--- src/rtl/port0_defs.svh ---
// Register offsets, field positions, reset values for the port 0 block
`ifndef PORT0_DEFS_SVH
`define PORT0_DEFS_SVH
`define P0_OFS_DIR 8'h00
`define P0_OFS_WAVE 8'h04
`define P0_OFS_SOUT 8'h08
`define P0_OFS_SIN 8'h0C
`define P0_OFS_PDIR 8'h10
`define P0_OFS_POUT 8'h14
`define P0_OFS_PIN 8'h18
`define P0_OFS_DICFG 8'h1C
`define P0_OFS_DOCFG 8'h20
`define P0_OFS_STAT 8'h24
`define P0_OFS_ROUTE 8'h28
`define P0_OFS_CTRDIR 8'h2C
`define CFG_SRC_LSB 0
`define CFG_SRC_MSB 5
`define CFG_POL_BIT 8
`define CFG_EN_BIT 9
`define CFG_RT_BIT 10
`define ST_OVF_BIT 0
`define ST_UNF_BIT 1
`define ST_OVR_BIT 2
`define RT_DI_EN_BIT 4
`define RT_DO_EN_BIT 12
`define P0_RST_ZERO 32'h0000_0000
`define SRC_COUNT 33
`endif

--- src/rtl/port0_pkg.sv ---
// Types shared by the port 0 block
package port0_pkg;
    typedef logic [31:0] word_t;
    typedef logic [5:0] src_sel_t;
    typedef enum logic [1:0] {
        ERR_OVF = 2'h0,
        ERR_UNF = 2'h1,
        ERR_OVR = 2'h2
    } err_idx_t;
endpackage : port0_pkg

--- src/rtl/port0_digital_waveform_io.sv ---
// Port 0 static and hardware-timed waveform digital I/O with APB registers
`include "port0_defs.svh"
`timescale 1ns/1ps
`default_nettype none
module port0_digital_waveform_io
    import port0_pkg::*;
#(
    parameter int ACQ_AW = 4,
    parameter int GEN_AW = 4
) (
    input wire logic mclk,
    input wire logic reset,
    input wire logic psel,
    input wire logic penable,
    input wire logic pwrite,
    input wire logic [7:0] paddr,
    input wire logic [31:0] pwdata,
    output logic [31:0] prdata,
    output logic pready,
    output logic pslverr,
    input wire logic [31:0] port0_lines_in,
    output logic [31:0] port0_lines_out,
    output logic [31:0] port0_lines_oe,
    input wire logic [15:0] programmable_function_pin_in,
    output logic [15:0] programmable_function_pin_out,
    output logic [15:0] programmable_function_pin_oe,
    input wire logic [7:0] trigger_bus_line_in,
    input wire logic pxi_star_in,
    input wire logic analog_in_sample_strobe,
    input wire logic analog_in_convert_strobe,
    input wire logic analog_out_sample_strobe,
    input wire logic counter0_internal_output,
    input wire logic counter1_internal_output,
    input wire logic frequency_output,
    input wire logic change_detection_output,
    input wire logic analog_comparison_event,
    output logic counter0_direction_input,
    output logic counter1_direction_input,
    output logic acq_dma_valid,
    output logic [31:0] acq_dma_data,
    input wire logic acq_dma_ready,
    input wire logic gen_dma_valid,
    input wire logic [31:0] gen_dma_data,
    output logic gen_dma_ready
);
    // ------------------------------------------------------------
    // Pin synchronisers
    // ------------------------------------------------------------
    localparam int PW = 57;
    logic [PW-1:0] pin_raw, s1_r, s2_r, s3_r, pin_f_r;
    assign pin_raw = {pxi_star_in, trigger_bus_line_in, programmable_function_pin_in, port0_lines_in};
    // Level accepted only when stages two and three agree
    always_ff @(posedge mclk or posedge reset) begin
        if (reset) begin
            s1_r <= '0;
            s2_r <= '0;
            s3_r <= '0;
            pin_f_r <= '0;
        end else begin
            s1_r <= pin_raw;
            s2_r <= s1_r;
            s3_r <= s2_r;
            pin_f_r <= (s2_r & s3_r) | (pin_f_r & (s2_r | s3_r));
        end
    end
    wire [31:0] lines_f = pin_f_r[31:0];
    wire [15:0] pfi_f = pin_f_r[47:32];
    wire [7:0] trig_f = pin_f_r[55:48];
    wire star_f = pin_f_r[56];

    // ------------------------------------------------------------
    // Registers and APB decode
    // ------------------------------------------------------------
    logic [31:0] dir_r, wave_r, sout_r, dicfg_r, docfg_r, route_r;
    logic [15:0] pdir_r, pout_r;
    logic [2:0] err_r;
    logic pready_r, pslverr_r;
    logic [31:0] prdata_r;
    wire setup = psel & ~penable;
    wire wr_en = psel & penable & pready_r & pwrite;
    wire rd_hit = (paddr[1:0] == 2'h0) & (paddr <= `P0_OFS_CTRDIR);
    function automatic logic hit(input logic [7:0] a, input logic [7:0] ofs);
        hit = (a == ofs);
    endfunction : hit

    // Source table: internal strobes first, then PFI, trigger bus and star, then the analog comparison event, all without a divider
    logic [`SRC_COUNT-1:0] src_vec;
    assign src_vec = {analog_comparison_event, star_f, trig_f, pfi_f, change_detection_output,
                      frequency_output, counter1_internal_output, counter0_internal_output,
                      analog_out_sample_strobe, analog_in_convert_strobe, analog_in_sample_strobe};
    function automatic logic pick(input logic [`SRC_COUNT-1:0] v, input src_sel_t s);
        pick = (s < 6'(`SRC_COUNT)) ? v[s] : 1'b0;
    endfunction : pick
    wire di_lvl = pick(src_vec, dicfg_r[`CFG_SRC_MSB:`CFG_SRC_LSB]) ^ dicfg_r[`CFG_POL_BIT];
    wire do_lvl = pick(src_vec, docfg_r[`CFG_SRC_MSB:`CFG_SRC_LSB]) ^ docfg_r[`CFG_POL_BIT];
    logic di_prev_r, do_prev_r;
    // Polarity flips the level, so a rising edge is always the active one
    wire di_edge = di_lvl & ~di_prev_r & dicfg_r[`CFG_EN_BIT];
    wire do_edge = do_lvl & ~do_prev_r & docfg_r[`CFG_EN_BIT];

    // ------------------------------------------------------------
    // Acquisition FIFO
    // ------------------------------------------------------------
    localparam int AD = 1 << ACQ_AW;
    logic [31:0] acq_mem [AD];
    logic [ACQ_AW:0] aw_ptr_r, ar_ptr_r;
    wire acq_empty = (aw_ptr_r == ar_ptr_r);
    wire acq_full = (aw_ptr_r[ACQ_AW] != ar_ptr_r[ACQ_AW]) &&
                    (aw_ptr_r[ACQ_AW-1:0] == ar_ptr_r[ACQ_AW-1:0]);
    wire acq_wr = di_edge & ~acq_full;
    logic acq_v_r;
    logic [31:0] acq_d_r;
    wire acq_ld = ~acq_empty & (~acq_v_r | acq_dma_ready);
    always_ff @(posedge mclk) begin
        if (acq_wr) begin
            acq_mem[aw_ptr_r[ACQ_AW-1:0]] <= lines_f;
        end
    end
    always_ff @(posedge mclk or posedge reset) begin
        if (reset) begin
            aw_ptr_r <= '0;
            ar_ptr_r <= '0;
            acq_v_r <= 1'b0;
            acq_d_r <= '0;
        end else begin
            if (acq_wr) begin
                aw_ptr_r <= aw_ptr_r + 1'b1;
            end
            // Output stage stalls until the DMA takes the word
            if (acq_ld) begin
                acq_d_r <= acq_mem[ar_ptr_r[ACQ_AW-1:0]];
                ar_ptr_r <= ar_ptr_r + 1'b1;
                acq_v_r <= 1'b1;
            end else if (acq_dma_ready) begin
                acq_v_r <= 1'b0;
            end
        end
    end

    // ------------------------------------------------------------
    // Generation FIFO with retransmit
    // ------------------------------------------------------------
    localparam int GD = 1 << GEN_AW;
    logic [31:0] gen_mem [GD];
    logic [GEN_AW:0] gw_ptr_r, gr_ptr_r, gf_ptr_r;
    logic pf_v_r, gen_rdy_r;
    logic [31:0] pf_d_r, wave_out_r;
    wire rt_mode = docfg_r[`CFG_RT_BIT];
    wire gen_full = (gw_ptr_r[GEN_AW] != gr_ptr_r[GEN_AW]) &&
                    (gw_ptr_r[GEN_AW-1:0] == gr_ptr_r[GEN_AW-1:0]);
    wire gen_wr = gen_dma_valid & gen_rdy_r;
    // Wrap decided at fetch time, so words still arriving from DMA join the loop
    wire [GEN_AW:0] fa = (rt_mode && gf_ptr_r == gw_ptr_r) ? gr_ptr_r : gf_ptr_r;
    wire fetch_ok = (fa != gw_ptr_r);
    wire take = do_edge & pf_v_r;
    wire fetch = fetch_ok & (~pf_v_r | take);
    wire [GEN_AW:0] gf_inc = fa + 1'b1;
    wire gen_unf = do_edge & ~pf_v_r & ~fetch_ok;
    wire gen_ovr = do_edge & ~pf_v_r & fetch_ok;
    always_ff @(posedge mclk) begin
        if (gen_wr) begin
            gen_mem[gw_ptr_r[GEN_AW-1:0]] <= gen_dma_data;
        end
    end
    always_ff @(posedge mclk or posedge reset) begin
        if (reset) begin
            gw_ptr_r <= '0;
            gr_ptr_r <= '0;
            gf_ptr_r <= '0;
            pf_v_r <= 1'b0;
            pf_d_r <= '0;
            wave_out_r <= '0;
            gen_rdy_r <= 1'b0;
        end else begin
            gen_rdy_r <= ~gen_full & ~(gen_wr & ((gw_ptr_r + 1'b1) - gr_ptr_r) == (GEN_AW+1)'(GD));
            if (gen_wr) begin
                gw_ptr_r <= gw_ptr_r + 1'b1;
            end
            if (take) begin
                wave_out_r <= pf_d_r;
            end
            if (fetch) begin
                pf_d_r <= gen_mem[fa[GEN_AW-1:0]];
                gf_ptr_r <= gf_inc;
                if (!rt_mode) begin
                    gr_ptr_r <= gf_inc;
                end
            end
            pf_v_r <= fetch | (pf_v_r & ~take);
        end
    end

    // ------------------------------------------------------------
    // Register writes, errors, edge history
    // ------------------------------------------------------------
    wire [2:0] err_set = {gen_ovr, gen_unf, di_edge & acq_full};
    wire [2:0] err_clr = (wr_en && hit(paddr, `P0_OFS_STAT)) ? pwdata[2:0] : 3'h0;
    always_ff @(posedge mclk or posedge reset) begin
        if (reset) begin
            dir_r <= `P0_RST_ZERO;
            wave_r <= `P0_RST_ZERO;
            sout_r <= `P0_RST_ZERO;
            dicfg_r <= `P0_RST_ZERO;
            docfg_r <= `P0_RST_ZERO;
            route_r <= `P0_RST_ZERO;
            pdir_r <= '0;
            pout_r <= '0;
            err_r <= '0;
            di_prev_r <= 1'b0;
            do_prev_r <= 1'b0;
        end else begin
            di_prev_r <= di_lvl;
            do_prev_r <= do_lvl;
            // Set wins over a write-one clear in the same cycle
            err_r <= (err_r & ~err_clr) | err_set;
            if (wr_en) begin
                if (hit(paddr, `P0_OFS_DIR)) dir_r <= pwdata;
                if (hit(paddr, `P0_OFS_WAVE)) wave_r <= pwdata;
                if (hit(paddr, `P0_OFS_SOUT)) sout_r <= pwdata;
                if (hit(paddr, `P0_OFS_PDIR)) pdir_r <= pwdata[15:0];
                if (hit(paddr, `P0_OFS_POUT)) pout_r <= pwdata[15:0];
                if (hit(paddr, `P0_OFS_DICFG)) dicfg_r <= pwdata;
                if (hit(paddr, `P0_OFS_DOCFG)) docfg_r <= pwdata;
                if (hit(paddr, `P0_OFS_ROUTE)) route_r <= pwdata;
            end
        end
    end

    // ------------------------------------------------------------
    // Read mux and APB answer
    // ------------------------------------------------------------
    logic [31:0] rd_mux;
    always_comb begin
        case (paddr)
            `P0_OFS_DIR: rd_mux = dir_r;
            `P0_OFS_WAVE: rd_mux = wave_r;
            `P0_OFS_SOUT: rd_mux = sout_r;
            `P0_OFS_SIN: rd_mux = lines_f;
            `P0_OFS_PDIR: rd_mux = {16'h0000, pdir_r};
            `P0_OFS_POUT: rd_mux = {16'h0000, pout_r};
            `P0_OFS_PIN: rd_mux = {16'h0000, pfi_f};
            `P0_OFS_DICFG: rd_mux = dicfg_r;
            `P0_OFS_DOCFG: rd_mux = docfg_r;
            `P0_OFS_STAT: rd_mux = {24'h000000, gen_full, ~fetch_ok & ~pf_v_r, acq_full, acq_empty, 1'b0, err_r};
            `P0_OFS_ROUTE: rd_mux = route_r;
            `P0_OFS_CTRDIR: rd_mux = {30'h0, counter1_direction_input, counter0_direction_input};
            default: rd_mux = 32'h0000_0000;
        endcase
    end
    // One wait-free access phase: answer prepared in setup
    always_ff @(posedge mclk or posedge reset) begin
        if (reset) begin
            pready_r <= 1'b0;
            pslverr_r <= 1'b0;
            prdata_r <= '0;
        end else begin
            pready_r <= setup;
            pslverr_r <= setup & ~rd_hit;
            if (setup) begin
                prdata_r <= pwrite ? 32'h0000_0000 : rd_mux;
            end
        end
    end

    // ------------------------------------------------------------
    // Pin drivers
    // ------------------------------------------------------------
    logic [31:0] p0_out_r, p0_oe_r;
    logic [15:0] pfi_out_r, pfi_oe_r;
    logic c0_r, c1_r;
    wire [3:0] di_pin = route_r[3:0];
    wire [3:0] do_pin = route_r[11:8];
    genvar gi;
    generate
        for (gi = 0; gi < 16; gi++) begin : g_pfi
            wire di_here = route_r[`RT_DI_EN_BIT] && di_pin == 4'(gi);
            wire do_here = route_r[`RT_DO_EN_BIT] && do_pin == 4'(gi);
            always_ff @(posedge mclk or posedge reset) begin
                if (reset) begin
                    pfi_out_r[gi] <= 1'b0;
                    pfi_oe_r[gi] <= 1'b0;
                end else begin
                    // Exported strobes leave inverted
                    pfi_out_r[gi] <= di_here ? ~di_lvl : do_here ? ~do_lvl : pout_r[gi];
                    pfi_oe_r[gi] <= di_here | do_here | pdir_r[gi];
                end
            end
        end
    endgenerate
    always_ff @(posedge mclk or posedge reset) begin
        if (reset) begin
            p0_out_r <= '0;
            p0_oe_r <= '0;
            c0_r <= 1'b0;
            c1_r <= 1'b0;
        end else begin
            p0_out_r <= (wave_r & wave_out_r) | (~wave_r & sout_r);
            p0_oe_r <= dir_r;
            c0_r <= lines_f[6];
            c1_r <= lines_f[7];
        end
    end
    assign port0_lines_out = p0_out_r;
    assign port0_lines_oe = p0_oe_r;
    assign programmable_function_pin_out = pfi_out_r;
    assign programmable_function_pin_oe = pfi_oe_r;
    assign counter0_direction_input = c0_r;
    assign counter1_direction_input = c1_r;
    assign acq_dma_valid = acq_v_r;
    assign acq_dma_data = acq_d_r;
    assign gen_dma_ready = gen_rdy_r;
    assign prdata = prdata_r;
    assign pready = pready_r;
    assign pslverr = pslverr_r;

    // ------------------------------------------------------------
    // Assertions
    // ------------------------------------------------------------
    property p_ovf;
        @(posedge mclk) disable iff (reset) di_edge && acq_full |=> err_r[ERR_OVF] && $stable(aw_ptr_r);
    endproperty
    a_ovf: assert property (p_ovf) else $error("overflow not flagged");
    property p_acq;
        @(posedge mclk) disable iff (reset) acq_wr |=> aw_ptr_r == $past(aw_ptr_r) + 1'b1;
    endproperty
    a_acq: assert property (p_acq) else $error("capture not stored");
    property p_unf;
        @(posedge mclk) disable iff (reset) gen_unf |=> err_r[ERR_UNF] && $stable(wave_out_r);
    endproperty
    a_unf: assert property (p_unf) else $error("underflow not flagged");
    property p_ovr;
        @(posedge mclk) disable iff (reset) gen_ovr |=> err_r[ERR_OVR];
    endproperty
    a_ovr: assert property (p_ovr) else $error("overrun not flagged");
    property p_drive;
        @(posedge mclk) disable iff (reset) take |=> wave_out_r == $past(pf_d_r) ##1 p0_out_r[0] == (!wave_r[0] ?
            sout_r[0] : $past(wave_out_r[0]));
    endproperty
    a_drive: assert property (p_drive) else $error("waveform word not driven");
    property p_rt;
        @(posedge mclk) disable iff (reset) rt_mode && $past(rt_mode) |-> $stable(gr_ptr_r);
    endproperty
    a_rt: assert property (p_rt) else $error("retransmit discarded data");
    property p_dir;
        @(posedge mclk) disable iff (reset) wr_en && hit(paddr, `P0_OFS_DIR) |=> ##1 p0_oe_r == $past(pwdata, 2);
    endproperty
    a_dir: assert property (p_dir) else $error("direction not applied");
    property p_static;
        @(posedge mclk) disable iff (reset) !$stable(sout_r) |-> $past(wr_en) && $past(paddr) == `P0_OFS_SOUT;
    endproperty
    a_static: assert property (p_static) else $error("static output moved without access");
    property p_ctr;
        @(posedge mclk) disable iff (reset) 1'b1 |=> c0_r == $past(lines_f[6]) && c1_r == $past(lines_f[7]);
    endproperty
    a_ctr: assert property (p_ctr) else $error("counter direction mismatch");
    property p_inv;
        @(posedge mclk) disable iff (reset) route_r[`RT_DI_EN_BIT] && $stable(route_r) |=>
            pfi_out_r[$past(di_pin)] == !$past(di_lvl);
    endproperty
    a_inv: assert property (p_inv) else $error("exported strobe not inverted");
endmodule : port0_digital_waveform_io
`default_nettype wire

--- config.mk ---
export PLATFORM = sky130hd
export DESIGN_NAME = port0_digital_waveform_io
export DESIGN_NICKNAME = d
export VERILOG_FILES = /design/src/rtl/port0_pkg.sv /design/src/rtl/port0_digital_waveform_io.sv
export VERILOG_INCLUDE_DIRS = /design/src /design/src/rtl
export SDC_FILE = /design/constraint.sdc
export NUM_CORES = 2
export LEC_CHECK = 0
export ABC_CLOCK_PERIOD_IN_PS = 20100
export BUFFER_PORTS_ARGS = -buffer_cell sky130_fd_sc_hd__buf_2
export CAP_MARGIN = 40
export CORE_MARGIN = 3
export CORE_UTILIZATION = 44
export CTS_CLUSTER_SIZE = 10
export DETAILED_ROUTE_END_ITERATION = 8
export GPL_ROUTABILITY_DRIVEN = 1
export SETUP_SLACK_MARGIN = 0.15
export SLEW_MARGIN = 10
export SYNTH_ARGS = -nofsm -noshare
export SYNTH_HDL_FRONTEND = slang
export SYNTH_SLANG_ARGS = --single-unit
--- constraint.sdc ---
create_clock -name mclk -period 20.1 [get_ports mclk]
set_input_delay 0 -clock mclk [delete_from_list [all_inputs] [get_ports mclk]]
set_output_delay 0 -clock mclk [all_outputs]
set_load 0.005 [all_outputs]
# Word level (Yosys, flattened, before mapping)
# Memories as Yosys holds them, arrays and structs flattened. A register that Yosys moved wholly into a read port is not among the register bits.
# Index checks and enable logic that the tools add are counted.
[totals] reg_bits=649 ramBits=1024 in_bits=144 output_inout_bits=166 wordCells=308 memories=2
[op_classes] add_sub_neg=5 magnitude_cmp=5 eq_ne=49 muxes=48 bitwise_logic=86 n_reduce_logical=50
[mem_list] memory="acq_mem" depth=16 word_bits=32 rd=1 rd_ports_with_merged_regs=1 write_ports=1 line_no="port0_digital_waveform_io.sv:105" source="logic [31:0] acq_mem [AD];"
[mem_list] memory="gen_mem" depth=16 word_bits=32 rd=1 rd_ports_with_merged_regs=1 write_ports=1 line_no="port0_digital_waveform_io.sv:144" source="logic [31:0] gen_mem [GD];"
[op_table] op="$pmux 32 s12" n=1
[op_table] op="$and 57x57->57" n=2
[op_table] op="$or 57x57->57" n=2
[op_table] op="$and 32x32->32" n=2
[op_table] op="$eq 4x4->1 const B" n=16
[op_table] op="$mux 1" n=42
[op_table] op="$logic_and 1x1->1" n=36
[op_table] op="$or 1x1->1" n=35
[op_table] op="$eq 4x3->1 const B" n=8
[op_table] op="$eq 8x5->1 const B" n=4
[op_table] op="$eq 8x6->1 const B" n=4
[op_table] op="$mux 32" n=1
[op_table] op="$not 32->32" n=1
[op_table] op="$or 32x32->32" n=1
[op_table] op="$and 1x1->1" n=23
[op_table] op="$add 5x1->5 const B" n=4
[op_table] op="$reduce_and 2->1" n=9
[op_table] op="$eq 4x2->1 const B" n=4
[op_table] op="$eq 8x4->1 const B" n=2
[op_table] op="$not 1->1" n=15
[op_table] op="$lt 6x7->1 const B" n=2
[op_table] op="$bmux 1 s6" n=2
[op_table] op="$lt 6x6->1 const B" n=2
[op_table] op="$eq 5x5->1" n=2
[op_table] op="other kinds (18)" n=23

# Longest topological paths before layout
[logic_depth] word_depth=10 mapped_depth=15 depth_no_buf=10

# Worst setup path after synthesis
# No wires, ideal clock.
[synth_path] kind="reg-to-reg" startpoint="reg dicfg_r[0]" endpoint="mem acq_mem[0][0], enable pin" setup_time_ps=461 arrival_ps=4582 required_time_ps=19639 setup_slack_ps=15057 path_stages_with_launch=10 path_buffers=1 synth_period_minus_slack_ps=5043 path_cell_list="dfrtp_1 > buf_6 > mux4_2 > mux4_2 > mux2i_1 > o211ai_4 > nand3b_2 > nor2_4 > nand2_1 > nor3_1"
[synth_via] elab_chain_cells=9 word_cells_on_any_way=10 cone_classes="1 x order compare; 5 x mux; 4 x bitwise"
[synth_rtl] item="start, declared" line_no="port0_digital_waveform_io.sv:74" source="logic [31:0] dir_r, wave_r, sout_r, dicfg_r, docfg_r, route_r;"
[synth_rtl] item="start signal, assigned" line_no="port0_digital_waveform_io.sv:203" source="dicfg_r <= `P0_RST_ZERO;"
[synth_rtl] item="start signal, assigned" line_no="port0_digital_waveform_io.sv:222" source="if (hit(paddr, `P0_OFS_DICFG)) dicfg_r <= pwdata;"
[synth_rtl] item="$bmux 1 s6" line_no="port0_digital_waveform_io.sv:92" source="pick = (s < 6'(`SRC_COUNT)) ? v[s] : 1'b0;"
[synth_rtl] item="$mux 1 (not written as such)" line_no="port0_digital_waveform_io.sv:92"
[synth_rtl] item="$mux 1 *" line_no="port0_digital_waveform_io.sv:92"
[synth_rtl] item="$xor 1x1->1 *" line_no="port0_digital_waveform_io.sv:94" source="wire di_lvl = pick(src_vec, dicfg_r[`CFG_SRC_MSB:`CFG_SRC_LSB]) ^ dicfg_r[`CFG_POL_BIT];"
[synth_rtl] item="$and 1x1->1 * (2 in series)" line_no="port0_digital_waveform_io.sv:98" source="wire di_edge = di_lvl & ~di_prev_r & dicfg_r[`CFG_EN_BIT];"
[synth_rtl] item="$and 1x1->1 *" line_no="port0_digital_waveform_io.sv:110" source="wire acq_wr = di_edge & ~acq_full;"
[synth_rtl] item="$mux 1 *" line_no="port0_digital_waveform_io.sv:115" source="if (acq_wr) begin"
[synth_rtl] item="$mux 1 (not written as such) *" line_no="port0_digital_waveform_io.sv:116" source="acq_mem[aw_ptr_r[ACQ_AW-1:0]] <= lines_f;"
[synth_rtl] item="end, declared" line_no="port0_digital_waveform_io.sv:105"
# Mark *: on every way between the ends. The rest lies on a longest branch, timed or not. The select of a mux whose other input is x is not followed.

# Worst setup path after layout
[layout_path] startpoint="reg dicfg_r[0]" endpoint="mem acq_mem[9][21], enable pin"
# The elaborated chain is that of the path after synthesis.

==> qor.txt <==
Outcome - completed
H-tree depth - 4
Setup TNS - 0 ps
Setup crit end - acq_mem[9][21]$_DFFE_PP_
Commonest cells after routing, fill and taps aside - edfxtp_1 (1024), dfrtp_1 (709), buf_2 (309)
Worst-case clock buffer depth - 3
Netlist cell types - 76
WL final - 176000 µm
Slew HR - 41.5%
Slew Limit Fails - 0
Post-layout min period - 4620 ps
Via density - 5.68
Layout Skew - 50.9 ps
Setup violators final - 0
Clk sinks - 1737
Worst-skew pair later-pin latency - 830 ps
Achievable clock frequency - 0.217 GHz
Gr ovfl total - 0
Worst vdd rail ir drop - 84.2 µV
Synthesized area - 0.0658 mm²
Final Hold Vio Count - 0
First-pass GRT wire length - 255000 µm
Total Routing Usage GR - 22.9%
Most common cell after layout, fill and taps aside - edfxtp_1
Rows - 141
Worst Hold Class - input pin to flop
Die area - 0.154 mm²
Gate power share - 13.2%
Crit path cell chain - mux4_2 -> mux4_2 -> mux2i_1 -> o211ai_4 -> nand3b_2 -> nor2_4 -> nand2_1 -> nor2_4 -> buf_4
Nets - 4357
CP arrival - 5100 ps
Routed via count - 35656
Period utilization - 23.0%
Reg-to-reg critical path startpoint - dicfg_r[0]$_DFFE_PP0P_
Stages on the worst setup path - 9
Initial Util - 44.4%
CTS tree - built
Worst-margin pin slew - 877 ps
Leak pwr - 0.0316 µW
I/O pins - 310
Most used DFF post-synth - edfxtp_1
NetSw - 2120 µW
Pre-CTS setup slack - 15410 ps
WL/cell - 28.0 µm
Critical Path RT - 20580 ps
Share of cells above drive strength 1 - 27.7%
GP Congestion - 0.840
Setup ws final - 15480 ps
Flop pwr share - 48.7%
Vias in the first global route - 36496
Pwr dens - 109 mW/mm²
PostCTS Resize Cnt - 0
Fin area - 0.0779 mm²
DR iter-0 viols - 3568
R2r worst-path depth - 9
EDFF count, synth - 1024
CP max stage delay - 740 ps
Dpl hpwl - 106000 µm
TritonCTS Buffers - 195
Residual DRC - 0
R2R Setup Slk - 15480 ps
IO Port Bufs - 309
Crit end category - flop
Largest net degree at the start of global routing - 144
Crit-path leading delay family - simple AND/OR/NAND/NOR gates
Post-synthesis sequential area ratio - 73.8%
Mean Syn Cell Area - 18.4 µm²
Root Driver - clkbuf_16
Sw Share - 24.9%
Max-cap violation count - 0
Die H - 393 µm
Critical path buffers and inverters - 1
Syn Nets - 3732
CP max FO - 20
Clock slew at reported path FFs - 50 ps
YS warnings - 0
DP Area - 0.0701 mm²
Core area - 0.148 mm²
Mapped Cells - 3574
Die width - 393 µm
Post-synth ARST share - 41.0%
ANT nets after route - 0
CP startpoint kind - flop
Initial antenna violation count - 31
Clk pwr share - 38.0%
RSZ-0062 raised after global routing - no
Cell Int Power - 6390 µW
FF-to-FF End - acq_mem[9][21]$_DFFE_PP_
Slowest CP cell - dfrtp_1
Total iterations of the first detailed-routing run - 6
Area delta synth->final - 18.3%
Classification of the worst setup path - flop to flop
Yosys reg bits - 1737
Crit path launch - dicfg_r[0]$_DFFE_PP0P_
stage by stage:
stage | hold WS [ps] | total power (µW) | utilization, % | std cells
5_1_grt | 42.7 | 8840 | 52.5 | 6265
3_5_place_dp | -102 | 5330 | 47.3 | 5729
4_1_cts | 1.63 | 8610 | 52.5 | 6263
2_1_floorplan | 31.4 | 4890 | - | 3574
6_report | 62.2 | 8510 | 52.6 | 6273
3_3_place_gp | 109 | 5300 | 47.0 | 5713
cell usage after synthesis, drive strengths merged, types with 3 or more instances:
cell	number	area (µm²)
edfxtp	1024	30700
nor2b	22	138
and3	4	25.0
nand2b	9	56.3
mux2	330	3830
a32oi	4	35.0
xnor2	26	235
a222oi	20	200
or2	3	18.8
mux2i	264	2650
nand3	35	175
and2	18	113
a22oi	70	526
nand4	20	131
maj3	57	571
nor3	22	110
o21ai	13	68.8
nor2	101	392
nand2	44	175
dfrtp	713	17800
mux4	177	3990
o31ai	4	30.0
a21oi	57	285
a22o	51	447
xor2	8	88.8
nand3b	8	63.8
or3	16	100
a221oi	20	175
nor4	36	225
o22ai	129	807
ha	14	175
clkbuf	77	289
o211ai	4	43.8
inv	30	113
buf	102	619
a211oi	18	135
area by class of cell:
class / instances / area (µm²)
sequential: 1737 / 48600
inverter: 30 / 116
tap: 1930 / 2410
timing repair buffer: 607 / 4550
fill: 11861 / 70300
multi-input combinational: 1628 / 16400
clock inverter: 17 / 324
antenna: 10 / 25.0
clock buffer: 314 / 5430
tightest hold or removal path, delay by kind of cell:
family,cells,cell delay (ps)
buf+inv,2,690
mux,1,160
layer usage:
metal | track usage (%) | up-vias | wire [µm]
li1 | - | 15354 | -
met1 | 31.9 | 18761 | 74100
met2 | 36.0 | 1256 | 82800
met3 | 5.42 | 269 | 14000
met4 | 6.92 | 16 | 4630
met5 | 0 | - | 99
how the worst min path moves through the flow:
stage / startpoint / to / slack, ps / cells past startpoint
floorplan: port0_lines_in[0] / s1_r[0]$_DFF_PP0_ / 30 / 0
global placement: trigger_bus_line_in[3] / s1_r[51]$_DFF_PP0_ / 110 / 1
CTS: pwdata[26] / route_r[26]$_DFFE_PP0P_ / 2 / 3
finish: pwdata[20] / route_r[20]$_DFFE_PP0P_ / 60 / 3
global route: pwdata[23] / wave_r[23]$_DFFE_PP0P_ / 40 / 3
detailed placement: reset / s1_r[1]$_DFF_PP0_ / -100 / 2
sequential cells by signal, summed over array words and instances (netlist names), 57 cells and up:
signal / flops
s3_r: 57
acq_mem: 512
s1_r: 57
s2_r: 57
pin_f_r: 57
gen_mem: 512
power groups by stage:
stage | registers, µW | logic, µW | clock network (µW)
floorplan | 4140 | 756 | 0
global placement | 4210 | 1090 | 0
detailed placement | 4220 | 1110 | 0
CTS | 4150 | 1150 | 3310
global route | 4170 | 1210 | 3470
finish | 4150 | 1120 | 3240
what timing repair did:
| action | CTS | global route |
|---|---|---|
| hold endpoints to repair | 1000 | 0 |
| hold buffers | 203 | 0 |
| buffers inserted | 0 | 0 |
kinds of logic (layout without fill, tap and decap cells):
logic type | count (synthesis) | in the layout | synth area share (%)
AO/OA/AOI/OAI | 407 | 407 | 4.41
XOR/XNOR | 34 | 34 | 0.492
adder cells (fa/ha/maj) | 71 | 71 | 1.13
buffers and inverters | 209 | 968 | 1.55
flip-flops | 1737 | 1737 | 73.8
multiplexers | 771 | 771 | 15.9
other | 0 | 10 | 0
AND/OR/NAND/NOR | 345 | 345 | 2.71
No activity file was read; power rests on OpenSTA's default activity.
